`src/inc/ccsr_pkg.sv`:
```
// ccsr_pkg: constants and carrier types for the core state register block
// assumes: single core clock, byte-wide data space, 16-bit program addresses
package ccsr_pkg;
   // ==========================================
   // flag byte bit positions
   localparam int FLAG_C = 0;
   localparam int FLAG_Z = 1;
   localparam int FLAG_N = 2;
   localparam int FLAG_V = 3;
   localparam int FLAG_S = 4;
   localparam int FLAG_H = 5;
   localparam int FLAG_T = 6;
   localparam int FLAG_I = 7;
   localparam logic [7:0] FLAG_RESET = 8'h00;
   // ==========================================
   // data space map
   localparam int          NUM_REGS      = 32;
   localparam logic [15:0] REGFILE_TOP   = 16'h0020;
   localparam logic [4:0]  PTR_X_LO      = 5'h1A;
   localparam logic [4:0]  PTR_Y_LO      = 5'h1C;
   localparam logic [4:0]  PTR_Z_LO      = 5'h1E;
   localparam logic [15:0] IO_FLAG_ADDR  = 16'h005F;
   localparam logic [15:0] IO_STKH_ADDR  = 16'h005E;
   localparam logic [15:0] IO_STKL_ADDR  = 16'h005D;
   localparam logic [15:0] IO_CORE_ADDR  = 16'h0055;
   localparam int          VEC_MOVE_BIT  = 1;
   localparam logic [7:0]  STK_RESET     = 8'h00;
   localparam logic [15:0] STK_STEP_BYTE = 16'h0001;
   localparam logic [15:0] STK_STEP_ADDR = 16'h0002;
   // ==========================================
   // vector placement
   localparam logic [15:0] VEC_STRIDE    = 16'h0001;
   localparam logic [15:0] RESET_VEC     = 16'h0000;
   // ==========================================
   // operations
   typedef enum logic [3:0] {
      CCSR_OP_NONE, CCSR_OP_ADD, CCSR_OP_ADC, CCSR_OP_SUB, CCSR_OP_SBC,
      CCSR_OP_AND, CCSR_OP_OR,  CCSR_OP_XOR, CCSR_OP_MOV, CCSR_OP_MUL,
      CCSR_OP_ADIW, CCSR_OP_BST, CCSR_OP_BLD, CCSR_OP_INC, CCSR_OP_COM
   } ccsr_op_t;
   typedef enum logic [2:0] {
      CCSR_STK_NONE, CCSR_STK_PUSH, CCSR_STK_POP, CCSR_STK_CALL, CCSR_STK_RET, CCSR_STK_HANDLER_EXIT_OP
   } ccsr_stk_t;
   typedef enum logic [1:0] {
      CCSR_PTR_X = 2'h0, CCSR_PTR_Y = 2'h1, CCSR_PTR_Z = 2'h2
   } ccsr_ptr_sel_t;
   typedef enum logic [1:0] {
      CCSR_AM_DISP = 2'h0, CCSR_AM_POSTINC = 2'h1, CCSR_AM_PREDEC = 2'h2
   } ccsr_amode_t;
   typedef struct packed {
      ccsr_op_t   op;
      logic [4:0] dst;
      logic [4:0] src;
      logic [2:0] bitsel;
      logic [5:0] imm;
   } ccsr_alu_req_t;
   typedef struct packed {
      logic          valid;
      ccsr_ptr_sel_t sel;
      ccsr_amode_t   mode;
      logic [5:0]    disp;
   } ccsr_ptr_req_t;
   typedef struct packed {
      logic        valid;
      logic        wr;
      logic [15:0] addr;
      logic [7:0]  wdata;
   } ccsr_data_req_t;
endpackage : ccsr_pkg

```
`src/hw/ccsr_core_state.sv`:
```
// ccsr_core_state: register file, flag byte, stack top, pointers and vector selection
// assumes: the execution unit issues at most one ALU, one pointer, one stack and one
// data-space request per clock, all synchronous to sys_clk
//
// Contract
// - Flag bit 5 holds half carry out of the low nibble.
// - Flag bit 4 equals negative XOR overflow, except after the flag byte is written through the data space.
// - Flag bit 3 holds two's complement overflow.
// - Flag bit 2 set on negative result.
// - Flag bit 1 set on zero result.
// - Flag bit 0 set on carry.
// - Register file offers 8/8, 8+8/8, 8+8/16 and 16/16 access schemes.
// - All 32 registers appear at data addresses 0 to 31.
// - Registers 26..31 form three 16-bit pointers, low byte first.
// - Pointers support displacement, post-increment and pre-decrement.
// - Byte push decrements stack top by one, pop increments by one.
// - Call or interrupt decrements stack top by two; returns increment by two.
// - Stack top is two 8-bit read/write registers resetting to zero.
// - Core runs directly on the chip clock, undivided.
// - Fetch overlaps execute; one instruction completes per clock.
// - Two-operand ALU reads, computes and writes back in one clock.
// - Interrupt serviced only with own enable and global enable set.
// - Boot lock bits disable interrupts depending on program counter.
// - Vectors at lowest addresses; lower address wins; reset highest.
// - Vector move bit relocates interrupt vectors to boot section start.
// - Boot entry fuse relocates reset vector to boot section start.
// - Bit 7 global enable cleared on interrupt entry, set by handler exit.
// - Bit 6 is the bit copy storage for bit store and load.
`timescale 1ns/1ns
module ccsr_core_state #(
   parameter int          NUM_IRQ    = 8,        // interrupt sources, index 0 highest
   parameter logic [15:0] BOOT_START = 16'h1C00  // boot section start, word address
) (
   input  wire logic                     sys_clk,            // core clock, undivided
   input  wire logic                     rst_n,              // async reset, active low
   input  wire ccsr_pkg::ccsr_alu_req_t  alu_req,            // register ALU request
   input  wire ccsr_pkg::ccsr_ptr_req_t  ptr_req,            // pointer addressing request
   input  wire ccsr_pkg::ccsr_stk_t      stk_op,             // stack adjustment
   input  wire ccsr_pkg::ccsr_data_req_t data_req,           // data space access, low map
   input  wire logic [NUM_IRQ-1:0]       irq_pending,        // source flags
   input  wire logic [NUM_IRQ-1:0]       irq_enable,         // per-source enables
   input  wire logic                     irq_ack,            // interrupt entry taken
   input  wire logic                     boot_section_lock_a,// lock for application area
   input  wire logic                     boot_section_lock_b,// lock for boot area
   input  wire logic                     boot_entry_fuse,    // programmed = reset in boot
   input  wire logic [15:0]              pc,                 // current program counter
   output logic [7:0]                    flag_byte,          // flag byte
   output logic [15:0]                   stack_top,          // stack pointer
   output logic [15:0]                   ptr_addr,           // effective pointer address
   output logic [7:0]                    data_rdata,         // data space read value
   output logic                          data_hit,           // address decoded here
   output logic                          irq_req,            // interrupt wanted
   output logic [15:0]                   irq_vector,         // vector of highest source
   output logic [15:0]                   reset_vector        // reset vector address
);
   typedef struct packed {
      logic [ccsr_pkg::NUM_REGS-1:0][7:0] gpr;
      logic [7:0]                         flags;
      logic [7:0]                         stack_top_high;
      logic [7:0]                         stack_top_low;
      logic [7:0]                         core_control_reg;
      logic [15:0]                        ptr_addr;
      logic [7:0]                         rdata;
      logic                               hit;
      logic                               irq;
      logic [15:0]                        vec;
      logic [15:0]                        rvec;
   } ccsr_state_t;

   ccsr_state_t state_reg;
   ccsr_state_t state_next;

   logic [15:0] alu_res;
   logic        alu_wide;
   logic        alu_wr;
   logic [7:0]  alu_flags;
   logic [4:0]  plo;
   logic [15:0] pval;
   logic [15:0] sp;
   logic        lock_block;
   logic [NUM_IRQ-1:0] live;
   logic [15:0] vbase;

   // ==========================================
   // ALU: operands leave and result returns in the same clock
   ccsr_alu u_alu (
      .op      (alu_req.op),
      .a       (state_reg.gpr[alu_req.dst]),
      .b       (state_reg.gpr[alu_req.src]),
      .w       ({state_reg.gpr[alu_req.dst + 5'd1], state_reg.gpr[alu_req.dst]}),
      .imm     ((alu_req.op == ccsr_pkg::CCSR_OP_BST || alu_req.op == ccsr_pkg::CCSR_OP_BLD)
                ? {3'h0, alu_req.bitsel} : alu_req.imm),
      .flags   (state_reg.flags),
      .res     (alu_res),
      .wide    (alu_wide),
      .wr      (alu_wr),
      .flags_o (alu_flags)
   );

   // ==========================================
   // next state
   always_comb begin
      state_next = state_reg;
      // register ALU write back, one clock, no stall
      if (alu_wr) begin
         if (alu_wide && alu_req.op == ccsr_pkg::CCSR_OP_MUL) begin
            // product lands only in r1:r0, the named destination is left alone
            state_next.gpr[0] = alu_res[7:0];
            state_next.gpr[1] = alu_res[15:8];
         end else begin
            state_next.gpr[alu_req.dst] = alu_res[7:0];
            if (alu_wide)
               state_next.gpr[alu_req.dst + 5'd1] = alu_res[15:8];
         end
      end
      state_next.flags = alu_flags;

      // pointer addressing
      case (ptr_req.sel)
         ccsr_pkg::CCSR_PTR_Y: plo = ccsr_pkg::PTR_Y_LO;
         ccsr_pkg::CCSR_PTR_Z: plo = ccsr_pkg::PTR_Z_LO;
         default:              plo = ccsr_pkg::PTR_X_LO;
      endcase
      pval = {state_reg.gpr[plo + 5'd1], state_reg.gpr[plo]};
      if (ptr_req.valid) begin
         case (ptr_req.mode)
            ccsr_pkg::CCSR_AM_POSTINC: begin
               state_next.ptr_addr = pval;
               {state_next.gpr[plo + 5'd1], state_next.gpr[plo]} = pval + 16'h0001;
            end
            ccsr_pkg::CCSR_AM_PREDEC: begin
               state_next.ptr_addr = pval - 16'h0001;
               {state_next.gpr[plo + 5'd1], state_next.gpr[plo]} = pval - 16'h0001;
            end
            default: state_next.ptr_addr = pval + {10'h000, ptr_req.disp};
         endcase
      end

      // stack top
      sp = {state_reg.stack_top_high, state_reg.stack_top_low};
      case (stk_op)
         ccsr_pkg::CCSR_STK_PUSH: sp = sp - ccsr_pkg::STK_STEP_BYTE;
         ccsr_pkg::CCSR_STK_POP:  sp = sp + ccsr_pkg::STK_STEP_BYTE;
         ccsr_pkg::CCSR_STK_CALL: sp = sp - ccsr_pkg::STK_STEP_ADDR;
         ccsr_pkg::CCSR_STK_RET,
         ccsr_pkg::CCSR_STK_HANDLER_EXIT_OP: sp = sp + ccsr_pkg::STK_STEP_ADDR;
         default: sp = sp;
      endcase
      {state_next.stack_top_high, state_next.stack_top_low} = sp;

      // global enable: entry clears, handler exit sets
      if (stk_op == ccsr_pkg::CCSR_STK_HANDLER_EXIT_OP)
         state_next.flags[ccsr_pkg::FLAG_I] = 1'b1;
      if (irq_ack)
         state_next.flags[ccsr_pkg::FLAG_I] = 1'b0;

      // data space window: registers at 0..31, then flag, stack and control I/O
      state_next.hit   = 1'b0;
      state_next.rdata = 8'h00;
      if (data_req.valid) begin
         if (data_req.addr < ccsr_pkg::REGFILE_TOP) begin
            state_next.hit   = 1'b1;
            state_next.rdata = state_reg.gpr[data_req.addr[4:0]];
            if (data_req.wr)
               state_next.gpr[data_req.addr[4:0]] = data_req.wdata;
         end else begin
            case (data_req.addr)
               ccsr_pkg::IO_FLAG_ADDR: begin
                  state_next.hit   = 1'b1;
                  state_next.rdata = state_reg.flags;
                  if (data_req.wr) state_next.flags = data_req.wdata;
               end
               ccsr_pkg::IO_STKH_ADDR: begin
                  state_next.hit   = 1'b1;
                  state_next.rdata = state_reg.stack_top_high;
                  if (data_req.wr) state_next.stack_top_high = data_req.wdata;
               end
               ccsr_pkg::IO_STKL_ADDR: begin
                  state_next.hit   = 1'b1;
                  state_next.rdata = state_reg.stack_top_low;
                  if (data_req.wr) state_next.stack_top_low = data_req.wdata;
               end
               ccsr_pkg::IO_CORE_ADDR: begin
                  state_next.hit   = 1'b1;
                  state_next.rdata = state_reg.core_control_reg;
                  if (data_req.wr) state_next.core_control_reg = data_req.wdata;
               end
               default: state_next.hit = 1'b0;
            endcase
         end
      end

      // interrupt selection: lowest index wins, gated by both enables and lock
      lock_block = (boot_section_lock_a && pc < BOOT_START) ||
                   (boot_section_lock_b && pc >= BOOT_START);
      live = irq_pending & irq_enable;
      vbase = state_reg.core_control_reg[ccsr_pkg::VEC_MOVE_BIT] ? BOOT_START
                                                                 : ccsr_pkg::RESET_VEC;
      state_next.irq = (|live) && state_reg.flags[ccsr_pkg::FLAG_I] && !lock_block;
      state_next.vec = vbase;
      for (int i = NUM_IRQ - 1; i >= 0; i--) begin
         if (live[i])
            state_next.vec = vbase + ccsr_pkg::VEC_STRIDE * 16'(i + 1);
      end
      state_next.rvec = boot_entry_fuse ? BOOT_START : ccsr_pkg::RESET_VEC;
   end

   // ==========================================
   // state register, on the undivided core clock
   always_ff @(posedge sys_clk or negedge rst_n) begin
      if (!rst_n) begin
         state_reg                <= '0;
         state_reg.flags          <= ccsr_pkg::FLAG_RESET;
         state_reg.stack_top_high <= ccsr_pkg::STK_RESET;
         state_reg.stack_top_low  <= ccsr_pkg::STK_RESET;
      end else begin
         state_reg <= state_next;
      end
   end

   assign flag_byte    = state_reg.flags;
   assign stack_top    = {state_reg.stack_top_high, state_reg.stack_top_low};
   assign ptr_addr     = state_reg.ptr_addr;
   assign data_rdata   = state_reg.rdata;
   assign data_hit     = state_reg.hit;
   assign irq_req      = state_reg.irq;
   assign irq_vector   = state_reg.vec;
   assign reset_vector = state_reg.rvec;
endmodule : ccsr_core_state

```
`src/hw/ccsr_alu.sv`:
```
// ccsr_alu: combinational ALU producing result and flag updates
// assumes: operands come straight from the register file in the same cycle
`timescale 1ns/1ns
module ccsr_alu (
   input  wire ccsr_pkg::ccsr_op_t op,      // operation
   input  wire logic [7:0]         a,       // destination operand
   input  wire logic [7:0]         b,       // source operand
   input  wire logic [15:0]        w,       // word operand for 16-bit ops
   input  wire logic [5:0]         imm,     // word immediate
   input  wire logic [7:0]         flags,   // current flag byte
   output logic [15:0]             res,     // result, high byte used by 16-bit ops
   output logic                    wide,    // result is 16 bits
   output logic                    wr,      // result written back
   output logic [7:0]              flags_o  // next flag byte
);
   logic [8:0]  s9;
   logic [4:0]  h5;
   logic [16:0] s17;
   logic        cin;
   logic        vv;
   logic        nn;

   always_comb begin
      cin     = flags[ccsr_pkg::FLAG_C];
      res     = 16'h0000;
      wide    = 1'b0;
      wr      = 1'b1;
      flags_o = flags;
      s9      = 9'h000;
      h5      = 5'h00;
      s17     = 17'h00000;
      vv      = 1'b0;
      case (op)
         ccsr_pkg::CCSR_OP_ADD, ccsr_pkg::CCSR_OP_ADC: begin
            s9 = {1'b0, a} + {1'b0, b} + {8'h00, (op == ccsr_pkg::CCSR_OP_ADC) & cin};
            h5 = {1'b0, a[3:0]} + {1'b0, b[3:0]} + {4'h0, (op == ccsr_pkg::CCSR_OP_ADC) & cin};
            vv = (a[7] == b[7]) && (s9[7] != a[7]);
            res = {8'h00, s9[7:0]};
            flags_o[ccsr_pkg::FLAG_C] = s9[8];
            flags_o[ccsr_pkg::FLAG_H] = h5[4];
         end
         ccsr_pkg::CCSR_OP_SUB, ccsr_pkg::CCSR_OP_SBC: begin
            s9 = {1'b0, a} - {1'b0, b} - {8'h00, (op == ccsr_pkg::CCSR_OP_SBC) & cin};
            h5 = {1'b0, a[3:0]} - {1'b0, b[3:0]} - {4'h0, (op == ccsr_pkg::CCSR_OP_SBC) & cin};
            vv = (a[7] != b[7]) && (s9[7] != a[7]);
            res = {8'h00, s9[7:0]};
            flags_o[ccsr_pkg::FLAG_C] = s9[8];
            flags_o[ccsr_pkg::FLAG_H] = h5[4];
         end
         ccsr_pkg::CCSR_OP_AND: res = {8'h00, a & b};
         ccsr_pkg::CCSR_OP_OR:  res = {8'h00, a | b};
         ccsr_pkg::CCSR_OP_XOR: res = {8'h00, a ^ b};
         ccsr_pkg::CCSR_OP_INC: begin
            res = {8'h00, a + 8'h01};
            vv  = (a == 8'h7F);
         end
         ccsr_pkg::CCSR_OP_COM: begin
            res = {8'h00, ~a};
            flags_o[ccsr_pkg::FLAG_C] = 1'b1;
         end
         ccsr_pkg::CCSR_OP_MOV: res = {8'h00, b};
         ccsr_pkg::CCSR_OP_MUL: begin
            res  = {8'h00, a} * {8'h00, b};
            wide = 1'b1;
            flags_o[ccsr_pkg::FLAG_C] = res[15];
         end
         ccsr_pkg::CCSR_OP_ADIW: begin
            s17  = {1'b0, w} + {11'h000, imm};
            res  = s17[15:0];
            wide = 1'b1;
            vv   = ~w[15] & res[15];
            flags_o[ccsr_pkg::FLAG_C] = s17[16];
         end
         ccsr_pkg::CCSR_OP_BST: begin
            wr = 1'b0;
            flags_o[ccsr_pkg::FLAG_T] = a[imm[2:0]];
         end
         ccsr_pkg::CCSR_OP_BLD: begin
            res = {8'h00, a};
            res[imm[2:0]] = flags[ccsr_pkg::FLAG_T];
         end
         default: wr = 1'b0;
      endcase
      if (wr && op != ccsr_pkg::CCSR_OP_MOV && op != ccsr_pkg::CCSR_OP_BLD) begin
         nn = wide ? res[15] : res[7];
         flags_o[ccsr_pkg::FLAG_N] = nn;
         flags_o[ccsr_pkg::FLAG_Z] = wide ? (res == 16'h0000) : (res[7:0] == 8'h00);
         flags_o[ccsr_pkg::FLAG_V] = vv;
         flags_o[ccsr_pkg::FLAG_S] = nn ^ vv;
      end else begin
         nn = 1'b0;
      end
   end
endmodule : ccsr_alu

```
`config.mk`:
```
export PLATFORM = sky130hd
export DESIGN_NAME = ccsr_core_state
export DESIGN_NICKNAME = d
export VERILOG_FILES = /design/src/inc/ccsr_pkg.sv /design/src/hw/ccsr_core_state.sv /design/src/hw/ccsr_alu.sv
export SDC_FILE = /design/constraint.sdc
export NUM_CORES = 2
export LEC_CHECK = 0
export BUFFER_PORTS_ARGS = -buffer_cell sky130_fd_sc_hd__buf_2
export CORE_MARGIN = 4
export CORE_UTILIZATION = 40
export CTS_CLUSTER_SIZE = 10
export DETAILED_ROUTE_END_ITERATION = 16
export GPL_TIMING_DRIVEN = 0
export HOLD_SLACK_MARGIN = 0.08
export PLACE_DENSITY = 0.62
export REMOVE_ABC_BUFFERS = 1
export SYNTH_ARGS = -nofsm -noshare
export SYNTH_HDL_FRONTEND = slang
export SYNTH_SLANG_ARGS = --single-unit
```
`constraint.sdc`:
```
create_clock -name sys_clk -period 7.4 [get_ports sys_clk]
set_input_delay 0.37 -clock sys_clk [delete_from_list [all_inputs] [get_ports sys_clk]]
set_output_delay 0.37 -clock sys_clk [all_outputs]
set_load 0.01 [all_outputs]
```
==> results.toml <==
[setup_path]
cp_top_family = "compound AO/OA/AOI/OAI gates"
path_common_cell = "fa_1"
critical_path_required_ps = 7860
crit_fanout = 50
critPathKind = "in2reg"
crit_chain = "buf_12 -> buf_16 -> mux2i_2 -> o22ai_1 -> or4_1 -> nor2_4 -> buf_4 -> buf_4 -> nor2_1 -> ha_1 -> fa_1 -> ha_1 -> inv_1 -> fa_1 -> fa_1 -> xnor2_1 -> a222oi_1 -> o31a_1 -> o211ai_1 -> a221oi_4 -> buf_16 -> nor2_2 -> a221o_1 -> a22o_1"
crit_buf_inv = 6
cpPeakStageDelay_ps = 630
cp_slowest_cell = "or4_1"
worstSetupEndpointType = "flip-flop"
critPathLaunchType = "input pin"
arrival_ps = 7980

[timing]
fin_ws_ps = -114
fin_hold_ws_ps = 116
timing.final.crit_share = 1.02
min_period_ps = 7510
setup-violations-final = 7
slew_headroom = -0.0871
hold_viol_final = 0
fin_setup_tns_ps = -346
worst_pin_slew_ps = 1630
fmax_mhz = 133
slew_violations = 130
clock-skew-final_ps = 42.3

[grt]
grt_antenna_before_repair = 14
grt_first_pass_wirelength_um = 262000
gr-usage-all-layers = 0.382
grt_pass1_vias = 35200
grt_max_degree = 109
overflow = 0

[synth]
synthXorXnorAreaFrac = 0.0248
synth_seq_area_share = 0.227
netlist_area_mm2 = 0.0353
yosys.area_share.simple = 0.150
async_reset_ff_frac = 1.00
synth_area_leaders = "dfrtp_1, mux4_2, nand2_1, o221ai_1, mux2i_1"
yosysUniqueCellTypes = 95
synth_ff_type = "dfrtp_1"
synthAdderAreaFrac = 0.0668
synth_top_family_by_area = "compound AO/OA/AOI/OAI gates"
synth_compound_gate_area_share = 0.254
synth_top_area_frac = 0.227
synth_top_area_cell = "dfrtp_1"
syn_avg_cell_area_um2 = 8.64
yosys_warnings = 0
syn_inst = 4083
synthMuxAreaShare = 0.200
synth-edff-count = 0
ys_seq_elements = 320

[route]
postRouteAntennaNets = 0
drc = 0
vias_per_cell = 7.40
postRouteWirelength_um = 187000
drtIter0Drc = 6800
drt_pass1_iterations = 7
routedWlPerCell_um = 36.1
num_vias = 38200

[min_path]
hp-class = "in2reg"

[clocking]
htreeDepth = 2
clock_latency_ps = 610
cts_tree = "built"
cts-root-buf = "clkbuf_16"
cts_sinks = 320
cts_buffers = 44
path_clk_slew_ps = 50
clockBufferDepth = 3

[cells_and_area]
post-route-util = 0.448
nFillCells = 8586
area.growth.synth_to_final_pct = 10.7
fin_nets = 4233
seq_area_mm2 = 0.00803
multi_input_area_mm2 = 0.0252
stdcell_count = 5167
drive_gt1_frac = 0.178
largest_register_ffs = 264
stdcell_area_mm2 = 0.0390

[power_and_ir_drop]
power_mw = 9.85
p_leak_nw = 15.3
vdd_drop_max_uv = 238
pwr_density_cell_mw_per_mm2 = 252

[floorplanning]
initial_utilization = 0.405
die_w_um = 305
die_h_um = 305
io_pins = 183
fp-row-count = 108
die-area_mm2 = 0.0930
core_area_mm2 = 0.0872

[placed_design]
dp_cells = 5025
gp_congestion = 1.07
port-buffer-count = 150
place_area_mm2 = 0.0366
dp.final_hpwl_um = 132000
place_ws_ps = -2860

[flow_run]
max_cap_viol_count = 6

[run_status]
status = "finished, violations left"
violations = "max-capacitance violations, max-slew violations, negative setup slack"
[layout by cell type (no fill, tap or decap), types with 25 or more instances in the layout]
| cell | instances |
|---|---|
| a211oi_1 | 28 |
| inv_1 | 145 |
| ha_1 | 111 |
| nand3_1 | 54 |
| nand2_1 | 446 |
| a221oi_1 | 35 |
| nand2b_1 | 45 |
| nor4_1 | 27 |
| a22oi_1 | 142 |
| clkbuf_16 | 47 |
| buf_4 | 51 |
| mux4_2 | 221 |
| o21ai_0 | 293 |
| buf_2 | 139 |
| a21oi_1 | 233 |
| dfrtp_1 | 303 |
| o22ai_1 | 145 |
| o221ai_1 | 180 |
| fa_1 | 43 |
| a22o_1 | 25 |
| a21o_1 | 39 |
| xnor2_1 | 64 |
| mux2_2 | 41 |
| nor2_1 | 320 |
| mux2i_1 | 144 |
| nor2b_1 | 32 |
| xor2_1 | 36 |
| a31oi_1 | 38 |
| nor3_1 | 62 |
[final cells by class]
| type | instances | area share |
|---|---|---|
| multi-input combinational | 3195 | 0.645 |
| sequential | 320 | 0.206 |
| timing repair buffer | 257 | 0.0588 |
| tap | 1155 | 0.0370 |
| clock buffer | 68 | 0.0344 |
| inverter | 152 | 0.0147 |
| clock inverter | 8 | 0.00340 |
| antenna | 12 | 0.000769 |
[repair_timing]
| action | CTS | global route |
|---|---|---|
| setup endpoints to repair | 254 | 163 |
| hold buffers | 8 | 0 |
| pin swaps | 6 | 7 |
| gates cloned | 1 | 0 |
| hold endpoints to repair | 114 | 0 |
| setup buffers | 28 | 16 |
| resized for setup | 68 | 47 |
[Yosys cell counts, types with 36 or more instances]
master    count
nor3_1       64
a21o_1       39
nand3_1      54
clkbuf_1    243
o22ai_1     149
nand2b_1     45
buf_2        52
inv_1       148
a22oi_1     144
buf_4       103
mux2i_1     156
nand2_1     448
a221oi_1     36
mux2_2       41
o21ai_0     294
mux4_2      221
dfrtp_1     320
xor2_1       36
a21oi_1     236
xnor2_1      64
fa_1         44
nor2_1      324
a31oi_1      42
o221ai_1    180
ha_1        118
[power by group]
group          internal, mW  switching, mW
clock network          1.35          0.911
logic                  1.91           2.90
registers              2.07          0.712
total                  5.32           4.52
[worst paths after layout]
check	depth (start not counted)	start	slack, ps	to
worst min register to register	0	state_reg[59]$_DFFE_PN0P_	400	irq_vector[11]$_DFF_PN0_
max in group asynchronous	4	rst_n	5850	state_reg[247]$_DFF_PN0_
worst min-delay path	3	boot_section_lock_b	120	irq_req$_DFF_PN0_
min in group asynchronous	2	rst_n	140	irq_vector[3]$_DFF_PN0_
worst max register to register	22	state_reg[236]$_DFF_PN0_	40	state_reg[119]$_DFF_PN0_
worst max-delay path	24	alu_req[15]	-110	state_reg[119]$_DFF_PN0_
[tightest hold or removal path: stages]
cell and delay, ps:
buf_2 70, mux2i_1 60, and3_1 160
[cell families after synthesis]
group           count (synthesis)
compound gates               1340
flops                         320
buf+inv                       589
simple gates                 1149
xor+xnor                      100
mux                           422
other cells                     1
fa+ha+maj                     162
[metal layers]
metal  part of all wire  GRT usage
met1               0.36      0.490
met4              0.085      0.239
met5            0.00066          0
met2               0.40      0.532
met3               0.16      0.157
(Power assumes the default switching activity.)
